<file path="src/verilog/dfta_regs.svh">
`ifndef DFTA_REGS_SVH
`define DFTA_REGS_SVH

// Software register offsets (byte addresses, one word each)
`define DFTA_OFS_SELECT 8'h00
`define DFTA_OFS_CMD 8'h04
`define DFTA_OFS_STATUS 8'h08
`define DFTA_OFS_ATTN 8'h0c
`define DFTA_OFS_CYL 8'h10
`define DFTA_OFS_HEAD 8'h14
`define DFTA_OFS_CTRL 8'h18

// Field positions, host words numbered with bit 0 as least significant
`define DFTA_DRVNUM_LSB 0
`define DFTA_ARG_LSB 0
`define DFTA_KIND_LSB 8
`define DFTA_HEAD_LSB 0
`define DFTA_CTRL_FSEEK_BIT 0
`define DFTA_CTRL_DIAG_BIT 1
`define DFTA_SELRD_LINES_LSB 16
`define DFTA_ATTN_COMB_BIT 9
`define DFTA_CTRL_BUSY_BIT 0
`define DFTA_CTRL_HOLD_BIT 1
`define DFTA_CTRL_DIAGACT_BIT 2
`define DFTA_CTRL_INDEX_LSB 8

// Reset values
`define DFTA_RST_DRVNUM 4'h0
`define DFTA_RST_SELECT 9'h001

// Control tag command words, argument bit 7 drives unit bus line 0
`define DFTA_CMD_RESET_HEAD 8'h10
`define DFTA_CMD_DIAG_RESET 8'h50

// Unit S is the last drive number
`define DFTA_UNIT_S 4'h8

// Timing
`define DFTA_CLK_PERIOD_NS 8
`define DFTA_PHASES 5
`define DFTA_GATE_NS 3000
`define DFTA_DIAG_HOLD_NS 25000000

`endif

</file>
<file path="src/verilog/dfta_pkg.sv">
package dfta_pkg;

  // Command sequencer states, one-hot
  typedef enum logic [4:0] {
    DFTA_ST_IDLE = 5'b00001,
    DFTA_ST_WAIT = 5'b00010,
    DFTA_ST_GATE = 5'b00100,
    DFTA_ST_DIAG = 5'b01000,
    DFTA_ST_NEXT = 5'b10000
  } dfta_state_e;

  // Which tag line qualifies the unit bus
  typedef enum logic [1:0] {
    DFTA_TAG_CONTROL = 2'h0,
    DFTA_TAG_CYL = 2'h1,
    DFTA_TAG_HEAD = 2'h2,
    DFTA_TAG_NONE = 2'h3
  } dfta_tag_e;

endpackage

</file>
<file path="src/verilog/dfta_timer.sv">
`timescale 1ns/1ps
module dfta_timer #(
  parameter int unsigned WIDTH = 22,
  parameter int unsigned COUNT = 375
) (
  // Clock and control
  input wire logic mclk,
  input wire logic rst,
  input wire logic ce,
  input wire logic clr,
  // Start and state
  input wire logic start,
  output logic busy,
  output logic done
);
  logic [WIDTH-1:0] count_q;

  // Load on start, run down to zero; a new start restarts the window
  always_ff @(posedge mclk) begin
    if (rst) begin
      count_q <= '0;
    end else if (ce) begin
      if (clr) begin
        count_q <= '0;
      end else if (start) begin
        count_q <= WIDTH'(COUNT);
      end else if (count_q != '0) begin
        count_q <= count_q - WIDTH'(1);
      end
    end
  end

  assign busy = (count_q != '0);
  // Last counted cycle, so the owner can close the window on the same edge
  assign done = ce && !clr && !start && (count_q == WIDTH'(1));
endmodule

</file>
<file path="src/verilog/dfta_decoder.sv">
`timescale 1ns/1ps
module dfta_decoder #(
  parameter int unsigned UNITS = 9
) (
  // Drive number in, one select line out
  input wire logic [3:0] number,
  output logic [UNITS-1:0] lines
);
  // Numbers past the last drive select nothing
  always_comb begin
    lines = '0;
    for (int i = 0; i < UNITS; i++) begin
      if (number == 4'(i)) begin
        lines[i] = 1'b1;
      end
    end
  end
endmodule

</file>
<file path="src/verilog/dfta_host.sv">
`timescale 1ns/1ps
`include "dfta_regs.svh"
module dfta_host
  import dfta_pkg::*;
#(
  parameter int unsigned UNITS = 9,
  parameter int unsigned DIAG_CYCLES =
    (`DFTA_DIAG_HOLD_NS + `DFTA_CLK_PERIOD_NS - 1) / `DFTA_CLK_PERIOD_NS
) (
  // Clock, reset, enable
  input wire logic mclk,
  input wire logic rst,
  input wire logic ce,
  input wire logic master_clear_signal,
  // Software register port
  input wire logic [7:0] addr,
  input wire logic [31:0] wdata,
  input wire logic wr,
  input wire logic rd,
  output logic [31:0] rdata,
  // Lines toward the drives
  output logic [7:0] unit_bus,
  output logic control_tag,
  output logic set_cyl_tag,
  output logic set_head_tag,
  output logic [UNITS-1:0] select_unit,
  output logic bus_gate_pulse,
  // Lines from the drives
  input wire logic [7:0] cyl_lines,
  input wire logic [UNITS-1:0] attention,
  input wire logic [7:0] status_lines,
  input wire logic selected_index,
  input wire logic [UNITS-1:0] unit_selected,
  // Combined attention toward the processor
  output logic combined_attention
);
  import dfta_pkg::*;

  localparam int unsigned GATE_CYCLES =
    (`DFTA_GATE_NS + `DFTA_CLK_PERIOD_NS - 1) / `DFTA_CLK_PERIOD_NS;
  localparam int unsigned PH_W = 3;

  dfta_state_e state_q;
  dfta_tag_e kind_q;
  logic [PH_W-1:0] phase_q;
  logic [3:0] drvnum_q;
  logic sel_pend_q;
  logic [UNITS-1:0] select_q;
  logic [UNITS-1:0] decoded;
  logic [7:0] arg_q;
  logic head_pend_q;
  logic [4:0] head_val_q;
  logic diag_q;
  logic [7:0] unit_bus_q;
  logic [2:0] tag_q;
  logic hold_q;
  logic [7:0] status_q;
  logic [7:0] cyl_q;
  logic index_d1_q;
  logic [7:0] index_cnt_q;
  logic [31:0] rdata_q;
  logic [7:0] bus_word;
  logic wr_sel;
  logic wr_cmd;
  logic wr_head;
  logic wr_ctrl;
  logic clear;
  logic at_t00;
  logic at_t20;
  logic launch;
  logic gate_start;
  logic diag_start;
  logic gate_busy;
  logic gate_done;
  logic diag_busy;
  logic diag_done;
  logic idle;

  // Write decode; commands arriving while busy are dropped
  assign idle = (state_q == DFTA_ST_IDLE);
  assign wr_sel = wr && (addr == `DFTA_OFS_SELECT);
  assign wr_cmd = wr && (addr == `DFTA_OFS_CMD) && idle;
  assign wr_head = wr && (addr == `DFTA_OFS_HEAD) && idle;
  assign wr_ctrl = wr && (addr == `DFTA_OFS_CTRL) && idle;
  // Master clear and each select write clear the adapter logic
  assign clear = master_clear_signal || wr_sel;

  // Shared-resources clock phases, one per enabled cycle: T00 is 0, T20 is 1
  always_ff @(posedge mclk) begin
    if (rst) begin
      phase_q <= '0;
    end else if (ce) begin
      if (phase_q == PH_W'(`DFTA_PHASES - 1)) begin
        phase_q <= '0;
      end else begin
        phase_q <= phase_q + PH_W'(1);
      end
    end
  end
  assign at_t00 = (phase_q == PH_W'(0));
  assign at_t20 = (phase_q == PH_W'(1));

  // Drive number register, low nibble of the host word
  always_ff @(posedge mclk) begin
    if (rst || master_clear_signal) begin
      drvnum_q <= `DFTA_RST_DRVNUM;
      sel_pend_q <= 1'b0;
    end else if (ce) begin
      if (wr_sel) begin
        drvnum_q <= wdata[`DFTA_DRVNUM_LSB +: 4];
        sel_pend_q <= 1'b1;
      end else if (at_t20) begin
        sel_pend_q <= 1'b0;
      end
    end
  end

  dfta_decoder #(
    .UNITS(UNITS)
  ) u_decoder (
    .number(drvnum_q),
    .lines(decoded)
  );

  // Select lines move only at phase 20; unit S drops after its command
  always_ff @(posedge mclk) begin
    if (rst || master_clear_signal) begin
      select_q <= UNITS'(`DFTA_RST_SELECT);
    end else if (ce) begin
      if (sel_pend_q && !wr_sel && at_t20) begin
        select_q <= decoded;
      end else if ((gate_done || diag_done) && drvnum_q == `DFTA_UNIT_S) begin
        select_q <= '0;
      end
    end
  end
  assign select_unit = select_q;

  // Command sequencer: wait for T00, then hold the tag for the gate window
  always_ff @(posedge mclk) begin
    if (rst) begin
      state_q <= DFTA_ST_IDLE;
    end else if (ce) begin
      if (clear) begin
        state_q <= DFTA_ST_IDLE;
      end else begin
        case (state_q)
          DFTA_ST_IDLE: begin
            if (wr_cmd || wr_head || (wr_ctrl && wdata[`DFTA_CTRL_DIAG_BIT])) begin
              state_q <= DFTA_ST_WAIT;
            end
          end
          DFTA_ST_WAIT: begin
            if (at_t00 && !sel_pend_q) begin
              state_q <= diag_q ? DFTA_ST_DIAG : DFTA_ST_GATE;
            end
          end
          DFTA_ST_GATE: begin
            if (gate_done) begin
              state_q <= head_pend_q ? DFTA_ST_NEXT : DFTA_ST_IDLE;
            end
          end
          DFTA_ST_DIAG: begin
            if (diag_done) begin
              state_q <= DFTA_ST_IDLE;
            end
          end
          DFTA_ST_NEXT: begin
            state_q <= DFTA_ST_WAIT;
          end
          default: begin
            state_q <= DFTA_ST_IDLE;
          end
        endcase
      end
    end
  end
  assign launch = ce && !clear && (state_q == DFTA_ST_WAIT) && at_t00 && !sel_pend_q;
  assign gate_start = launch && !diag_q;
  assign diag_start = launch && diag_q;

  // Argument and tag kind; a head write is split into two commands
  always_ff @(posedge mclk) begin
    if (rst) begin
      arg_q <= 8'h00;
      kind_q <= DFTA_TAG_NONE;
      head_pend_q <= 1'b0;
      head_val_q <= 5'h00;
      diag_q <= 1'b0;
    end else if (ce) begin
      if (clear) begin
        head_pend_q <= 1'b0;
        diag_q <= 1'b0;
      end else if (wr_cmd) begin
        arg_q <= wdata[`DFTA_ARG_LSB +: 8];
        kind_q <= dfta_tag_e'(wdata[`DFTA_KIND_LSB +: 2]);
      end else if (wr_head) begin
        arg_q <= `DFTA_CMD_RESET_HEAD;
        kind_q <= DFTA_TAG_CONTROL;
        head_pend_q <= 1'b1;
        head_val_q <= wdata[`DFTA_HEAD_LSB +: 5];
      end else if (wr_ctrl && wdata[`DFTA_CTRL_DIAG_BIT]) begin
        arg_q <= `DFTA_CMD_DIAG_RESET;
        kind_q <= DFTA_TAG_CONTROL;
        diag_q <= 1'b1;
      end else if (state_q == DFTA_ST_NEXT) begin
        arg_q <= {3'h0, head_val_q};
        kind_q <= DFTA_TAG_HEAD;
        head_pend_q <= 1'b0;
      end else if (diag_done) begin
        diag_q <= 1'b0;
      end
    end
  end

  // Argument bit 7 goes to bus line 0, line 7 carries weight 1
  always_comb begin
    for (int i = 0; i < 8; i++) begin
      bus_word[i] = arg_q[7 - i];
    end
  end

  dfta_timer #(
    .WIDTH(9),
    .COUNT(GATE_CYCLES)
  ) u_gate (
    .mclk(mclk),
    .rst(rst),
    .ce(ce),
    .clr(clear),
    .start(gate_start),
    .busy(gate_busy),
    .done(gate_done)
  );

  dfta_timer #(
    .WIDTH(32),
    .COUNT(DIAG_CYCLES)
  ) u_diag (
    .mclk(mclk),
    .rst(rst),
    .ce(ce),
    .clr(clear),
    .start(diag_start),
    .busy(diag_busy),
    .done(diag_done)
  );

  assign bus_gate_pulse = gate_busy || diag_busy;

  // Bus and one tag are loaded together and dropped together
  always_ff @(posedge mclk) begin
    if (rst) begin
      unit_bus_q <= 8'h00;
      tag_q <= 3'h0;
    end else if (ce) begin
      if (clear || gate_done || diag_done) begin
        unit_bus_q <= 8'h00;
        tag_q <= 3'h0;
      end else if (launch) begin
        unit_bus_q <= bus_word;
        case (kind_q)
          DFTA_TAG_CONTROL: tag_q <= 3'h1;
          DFTA_TAG_CYL: tag_q <= 3'h2;
          DFTA_TAG_HEAD: tag_q <= 3'h4;
          default: tag_q <= 3'h0;
        endcase
      end
    end
  end
  assign unit_bus = unit_bus_q;
  assign control_tag = tag_q[0];
  assign set_cyl_tag = tag_q[1];
  assign set_head_tag = tag_q[2];

  // First-seek hold; a request in the same cycle as a new start leaves it set
  always_ff @(posedge mclk) begin
    if (rst || master_clear_signal) begin
      hold_q <= 1'b0;
    end else if (ce) begin
      if (wr_ctrl && wdata[`DFTA_CTRL_FSEEK_BIT]) begin
        hold_q <= 1'b1;
      end else if (wr && addr == `DFTA_OFS_ATTN) begin
        hold_q <= 1'b0;
      end
    end
  end

  // Unit S stays out of the combined attention
  assign combined_attention = !hold_q && (|attention[UNITS-2:0]);

  // Request status and request cylinder snapshot the drive lines
  always_ff @(posedge mclk) begin
    if (rst) begin
      status_q <= 8'h00;
      cyl_q <= 8'h00;
    end else if (ce) begin
      if (wr && addr == `DFTA_OFS_STATUS) begin
        status_q <= status_lines;
      end
      if (wr && addr == `DFTA_OFS_CYL) begin
        cyl_q <= cyl_lines;
      end
    end
  end

  // Index marks counted on the rising edge, wraps freely
  always_ff @(posedge mclk) begin
    if (rst) begin
      index_d1_q <= 1'b0;
      index_cnt_q <= 8'h00;
    end else if (ce) begin
      index_d1_q <= selected_index;
      if (selected_index && !index_d1_q) begin
        index_cnt_q <= index_cnt_q + 8'h01;
      end
    end
  end

  // Read data one cycle after the strobe, zero for unmapped offsets
  always_ff @(posedge mclk) begin
    if (rst) begin
      rdata_q <= 32'h0;
    end else if (ce) begin
      rdata_q <= 32'h0;
      if (rd) begin
        case (addr)
          `DFTA_OFS_SELECT: begin
            rdata_q[3:0] <= drvnum_q;
            rdata_q[`DFTA_SELRD_LINES_LSB +: UNITS] <= unit_selected;
          end
          `DFTA_OFS_STATUS: rdata_q[7:0] <= status_q;
          `DFTA_OFS_ATTN: begin
            rdata_q[UNITS-1:0] <= attention;
            rdata_q[`DFTA_ATTN_COMB_BIT] <= combined_attention;
          end
          `DFTA_OFS_CYL: rdata_q[7:0] <= cyl_q;
          `DFTA_OFS_CTRL: begin
            rdata_q[`DFTA_CTRL_BUSY_BIT] <= !idle;
            rdata_q[`DFTA_CTRL_HOLD_BIT] <= hold_q;
            rdata_q[`DFTA_CTRL_DIAGACT_BIT] <= diag_busy;
            rdata_q[`DFTA_CTRL_INDEX_LSB +: 8] <= index_cnt_q;
          end
          default: rdata_q <= 32'h0;
        endcase
      end
    end
  end
  assign rdata = rdata_q;
endmodule

</file>
<file path="config.mk">
export PLATFORM = sky130hd
export DESIGN_NAME = dfta_host
export DESIGN_NICKNAME = d
export VERILOG_FILES = /design/src/verilog/dfta_pkg.sv /design/src/verilog/dfta_timer.sv /design/src/verilog/dfta_decoder.sv /design/src/verilog/dfta_host.sv
export VERILOG_INCLUDE_DIRS = /design/src /design/src/verilog
export SDC_FILE = /design/constraint.sdc
export NUM_CORES = 1
export LEC_CHECK = 0
export BUFFER_PORTS_ARGS = -buffer_cell sky130_fd_sc_hd__buf_2
export CAP_MARGIN = 30
export CORE_MARGIN = 2
export CORE_UTILIZATION = 56
export CTS_CLUSTER_DIAMETER = 100
export DETAILED_ROUTE_END_ITERATION = 10
export PLACE_DENSITY_LB_ADDON = 0.15
export SYNTH_ARGS = -nofsm -noshare
export SYNTH_HDL_FRONTEND = slang
export SYNTH_HIERARCHICAL = 1
export SYNTH_SLANG_ARGS = --single-unit
export TNS_END_PERCENT = 1
</file>
<file path="constraint.sdc">
create_clock -name mclk -period 4.1 [get_ports mclk]
set_input_delay 0.205 -clock mclk [delete_from_list [all_inputs] [get_ports mclk]]
set_output_delay 0.205 -clock mclk [all_outputs]
set_load 0.05 [all_outputs]
</file>
==> flow_summary_export.csv, run 1 <==
group,metric,value,unit
timing,worst_slew_pin_slew,0.976,ns
worst_setup_path,worst_setup_path_start_kind,"flip-flop",
yosys,synth_edf_count,0,
timing,min_period,3.47,ns
finish,antennaDiodeCount,0,
finish,fill_cells,990,
yosys,ys_async_sr_fraction,0,%
global_routing,grt_start_max_net_pins,61,
worst_setup_path,crit_path_end_kind,"flip-flop",
power,power_leakage,3.26,nW
yosys,synth_top_area_share,40.9,%
yosys,ys_seq_elements,142,
timing,finalMaxSlewViolations,0,
cts,path_clk_slew,0.06,ns
yosys,synth_mux_area_share,5.48,%
yosys,ys_warn_count,6,
finish,drive_gt1_share,19.6,%
cts,numCtsBuffers,17,
finish,syn_to_final_growth,18.0,%
yosys,synth_top_family_by_area,"simple AND/OR/NAND/NOR gates",
placed_design,dpl.hpwl,12500,um
timing,setup_slack,0.633,ns
yosys,synth-simple-area-share,28.4,%
timing,final.period_utilization,84.6,%
power,ir_drop,0.000309,V
timing,hold_violations,0,
yosys,ys_types,81,
yosys,ys.flop_type,"dfxtp_1",
yosys,synth_top_cell_by_area,"dfxtp_1",
cts,cts_max_level,4,
die,die-width,115,um
finish,multi_input_area,3830,um^2
yosys,syn_inst,808,
timing,rsz0062_at_grt,"no",
yosys,synthTopCellsByCount,"dfxtp_1, nor2_1, nand2_1",
timing,clock_skew,0.00800,ns
yosys,synth_xor_area_share,3.03,%
die,die_y,115,um
outcome,status,"finished clean",
global_routing,antenna_found_initial,0,
finish,regArea,2840,um^2
timing,clock.fmax,288,MHz
detailed_routing,drtPass1Iterations,5,
detailed_routing,drtIter0Drc,564,
die,start_util,57.6,%
yosys,avgSynthCellArea,8.59,um^2
flow_run,drv_cap,0,
detailed_routing,drc_errors,0,
yosys,synth-compound-area-share,16.4,%
cts,cts_resized,0,
cts,worstSkewPairLatency,0.42,ns
yosys,yosysSeqAreaShare,40.9,%
timing,relSlewSlack,34.8,%
yosys,synth_area,6940,um^2
yosys,yosysMostFrequentCell,"dfxtp_1",
yosys,synth_fa_ha_area_share,1.44,%
power,power_density,617,nW/um^2
yosys,synthTopCellsByArea,"dfxtp_1, nor2_1, mux2i_1",
die,core,12100,um^2
global_routing,track_usage,27.9,%
global_routing,overflow,0,
timing,setup_viol,0,
global_routing,first_global_vias,6174,
placed_design,place_congestion,0.894,
timing,fin_tns_setup,0,ns
die,io_pins,135,
worst_setup_path,path_class,"reg -> reg",
cts,cts_tree,"built",
placed_design,numPortBuffers,105,
placed_design,dpl_worst_slack,0.591,ns
cts,cts_root_buffer,"clkbuf_16",
detailed_routing,vias,6490,
cts,cts_num_sinks,142,
finish,fin_nets,997,
cts,clockBufferDepth,2,
worst_setup_path,cp.arrival,3.73,ns
global_routing,grt_pass1_wl,29700,um
detailed_routing,drt-total-wl,18100,um
worst_setup_path,cp_max_fo,13,
worst_setup_path,cp.required,4.37,ns
die,rows,40,
detailed_routing,route.detailed.wl_per_inst,16.6,um
hold_path,hp-class,"in -> reg",
die,die_area,13300,um^2
detailed_routing,via_per_inst,5.97,
detailed_routing,final_antenna_net_count,0,
[cell families (layout without fill, tap and decap cells)]
| logic type | count (synthesis) | count (layout) |
|---|---|---|
| AO/OA/AOI/OAI | 167 | 167 |
| XOR/XNOR | 24 | 24 |
| adder cells (fa/ha/maj) | 8 | 8 |
| buffers and inverters | 67 | 172 |
| flip-flops | 142 | 142 |
| multiplexers | 38 | 38 |
| other | 1 | 7 |
| AND/OR/NAND/NOR | 361 | 361 |
[flip-flops by register name, indices dropped and copies added, names as in the netlist, 2 cells and up]
register / cells
arg_q: 8
cyl_q: 8
drvnum_q: 4
head_val_q: 5
index_cnt_q: 8
kind_q: 2
phase_q: 3
rdata: 25
select_unit: 9
state_q: 5
status_q: 8
tag_q: 3
u_diag/count_q: 32
u_gate/count_q: 9
unit_bus: 8
[per-stage QoR]
step | instance area [um^2] | hold WS, ns | utilization [%] | std cells | total power, W
finish | 8190 | 0.0195 | 67.9 | 1087 | 0.00506
global route | 8190 | 0.0183 | 67.9 | 1087 | 0.00534
CTS | 8190 | 0.000870 | 67.9 | 1087 | 0.00504
detailed placement | 7570 | 0.444 | 62.7 | 1053 | 0.00345
global placement | 7570 | 0.436 | 62.7 | 1053 | 0.00338
floorplan | 6970 | 0.344 | - | 814 | 0.00308
[cell type report]
class	count	area share, %
clock buffer	19	5.41
clock inverter	11	1.74
inverter	23	1.05
multi-input combinational	605	46.7
sequential	142	34.7
tap	168	2.57
timing repair buffer	119	7.82
[path summary, 6_finish.rpt]
kind | start | to | slack, ns | cells after the start
setup reg to reg | phase_q[0] | tag_q[0] | 0.63 | 13
hold / removal | unit_selected[1] | rdata[17] | 0.02 | 3
setup / recovery | phase_q[0] | tag_q[0] | 0.63 | 13
hold reg to reg | unit_bus[4] | unit_bus[4] | 0.45 | 2
[metal layers]
layer	up-vias	global-route usage [%]	wire (um)
met5	-	0	0
met1	3074	35.2	7870
met3	29	7.64	1160
met4	0	9.48	330
met2	243	46.0	8730
li1	3144	-	-
[report_power, final]
part	leakage, nW	internal, W	switching [W]
Clock	0.285	0.000963	0.000590
Sequential	1.15	0.00152	0.000173
Combinational	1.83	0.000702	0.00111
[timing repair]
item	CTS	global route
buffers inserted	0	0
hold endpoints to repair	4	0
hold buffers	4	0
endpoints found under the setup margin	0	0
[cell usage in the layout, fill, tap and decap left out, drive strengths merged, types with 7 or more instances in the layout]
cell    netlist  final
a22oi        28     28
a21oi        58     58
inv          22     23
clkbuf       26     19
and4          7      7
nand2        66     66
nor3         24     24
o21ai        16     16
conb          1      7
o31ai         7      7
dfxtp       142    142
ha            8      8
nand3        40     40
xor2         16     16
buf          18    115
nor4b         8      8
or4          11     11
mux2i        38     38
xnor2         8      8
nand4        17     17
or3           9      9
nor4         15     15
and3          9      9
nor2        116    116
[worst max-delay path, cell delays in order (launching register included)]
cell and delay [ns]:
dfxtp_1 0.34, inv_1 0.09, ha_1 0.19, or3b_2 0.51, nor3_1 0.20, buf_4 0.22, nor2_1 0.10, nand3_1 0.30
nor2_1 0.15, nor2_1 0.30, o311ai_4 0.20, o21ai_2 0.44, or4_1 0.19, a21oi_1 0.06
Power figures use the tool's default switching activity.
==> run 2, diff against run 1 <==
clock period = 3.5 ns   (was 4.1 ns; I/O delays follow)
==> flow_summary_export.csv, run 2 (synthesized netlist as in run 1, its figures left out) <==
group,metric,value,unit
outcome,status,"finished clean",
detailed_routing,final_antenna_net_count,0,
cts,cts_tree,"built",
detailed_routing,drc_errors,0,
timing,min_period,3.10,ns
finish,top_register,"u_diag/count_q",
worst_setup_path,cpMaxStageDelayCell,"or3b_2",
hold_path,hp-start,"wdata[2]",
global_routing,top_usage_layer,"met2",
global_routing,grt_use_met1,34.6,%
finish,syn_to_final_growth,21.3,%
timing,hold_violations,0,
die,die_area,13300,um^2
cts,post-cts-setup-buffer-count,0,
worst_setup_path,path_cells,"inv_1, ha_1, or3b_2, nor3_1, inv_1, nand4_1, nor4_1, nor2_1, o311ai_4, o21ai_2, buf_4, nand2_1, a21oi_1",
cts,cts_max_level,4,
die,die-width,115,um
worst_setup_path,path_class,"reg -> reg",
worst_setup_path,reg2reg_from,"phase_q[0]",
worst_setup_path,worstRegToRegCells,13,
timing,relSlewSlack,42.3,%
cts,cts_num_sinks,142,
detailed_routing,drt-total-wl,18400,um
detailed_routing,drtPass1Iterations,5,
global_routing,antenna_found_initial,0,
cts,cts_root_buffer,"clkbuf_16",
worst_setup_path,worst_setup_path_start_kind,"flip-flop",
timing,worst_slew_pin_slew,0.864,ns
detailed_routing,via_per_inst,5.97,
cts,numCtsBuffers,17,
worst_setup_path,cp-startpoint,"phase_q[0]",
power,power_density,700,nW/um^2
hold_path,hp-class,"in -> reg",
timing,final.period_utilization,88.6,%
placed_design,dpl.hpwl,12700,um
timing,finalMaxSlewViolations,0,
worst_setup_path,cp_top_family,"simple AND/OR/NAND/NOR gates",
timing,clock_skew,0.00713,ns
hold_path,holdPathEnd,"drvnum_q[2]",
die,die_y,115,um
worst_setup_path,cp.arrival,3.46,ns
global_routing,grt_pass1_wl,29800,um
cts,clockBufferDepth,2,
detailed_routing,vias,6659,
timing,clock.fmax,322,MHz
finish,antennaDiodeCount,0,
power,ir_drop,0.000444,V
timing,setup_viol,0,
global_routing,first_global_vias,6241,
finish,mostFrequentLayoutCells,"dfxtp_1, nor2_1, buf_2",
finish,fin_nets,1023,
power,power_leakage,3.36,nW
worst_setup_path,r2r-end,"tag_q[0]",
detailed_routing,route.detailed.wl_per_inst,16.5,um
worst_setup_path,cp_max_fo,8,
worst_setup_path,r2r_slack,0.40,ns
timing,rsz0062_at_grt,"no",
global_routing,track_usage,28.0,%
finish,final_cells,1115,
hold_path,worstHoldPathCells,3,
worst_setup_path,critPathMaxStageDelay,0.51,ns
die,rows,40,
cts,path_clk_slew,0.06,ns
placed_design,numPortBuffers,105,
worst_setup_path,cpMostUsedCell,"inv_1",
die,core,12100,um^2
worst_setup_path,crit_path_end_kind,"flip-flop",
flow_run,drv_cap,0,
finish,drive_gt1_share,19.9,%
global_routing,overflow,0,
finish,largest_reg_flops,32,
worst_setup_path,path_buf_inv,3,
timing,fin_tns_setup,0,ns
global_routing,grt_start_max_net_pins,54,
global_routing,use_met3,6.75,%
cts,worstSkewPairLatency,0.43,ns
die,io_pins,135,
die,start_util,57.6,%
worst_setup_path,cp.required,3.85,ns
detailed_routing,drtIter0Drc,520,
placed_design,place_congestion,0.926,
global_routing,use_met2,47.0,%
finish,mostFrequentLayoutCell,"dfxtp_1",
placed_design,dp.cells,1059,
run 2: layout make-up:
class / instances / area [um^2]
fill: 914 / 3640
clock buffer: 19 / 443
multi-input combinational: 605 / 3830
inverter: 23 / 86.3
sequential: 142 / 2840
clock inverter: 13 / 130
timing repair buffer: 145 / 886
tap: 168 / 210
run 2: metal layers:
metal / share of wire (%) / vias up
met5: 0 / -
met4: 2.3 / 0
met3: 6.5 / 46
met2: 49 / 264
met1: 42 / 3153
li1: - / 3196
run 2: worst max-delay path by stage:
stage / to / cells after the start
global placement: state_q[3] / 14
CTS: tag_q[0] / 13
finish: tag_q[0] / 13
floorplan: tag_q[2] / 12
global route: tag_q[0] / 13
detailed placement: state_q[3] / 14
run 2: what timing repair did:
| action | CTS | global route |
|---|---|---|
| endpoints found under the hold margin | 24 | 0 |
| setup endpoints to repair | 0 | 0 |
| gates resized for setup | 0 | 0 |
| hold buffers | 24 | 0 |
run 2: worst reg2reg max path: cells and delay by family, from the launching register on:
kind	cells	cell delay, ns
DFF	1	0.34
AOI/OAI and AO/OA	3	0.64
adders and majority gates	1	0.17
and+or+nand+nor	6	1.37
buffers and inverters	3	0.50
run 2: power breakdown:
group	total [W]	leakage [nW]	internal [W]	switching (W)
combinational	0.00217	1.94	0.000872	0.00130
clock	0.00176	0.273	0.00101	0.000748
sequential	0.00196	1.15	0.00177	0.000189
total	0.00590	3.36	0.00366	0.00224
run 2: stage by stage:
step / cell area [um^2] / util [%] / total power (W) / setup WS (ns) / hold WS [ns]
global route: 8430 / 69.9 / 0.00624 / 0.129 / 0.0188
floorplan: 6970 / - / 0.00360 / 0.270 / 0.314
finish: 8430 / 69.9 / 0.00590 / 0.399 / 0.0150
detailed placement: 7610 / 63.1 / 0.00410 / 0.349 / 0.416
CTS: 8430 / 69.9 / 0.00589 / 0.437 / 0.00267
global placement: 7610 / 63.1 / 0.00400 / 0.447 / 0.406
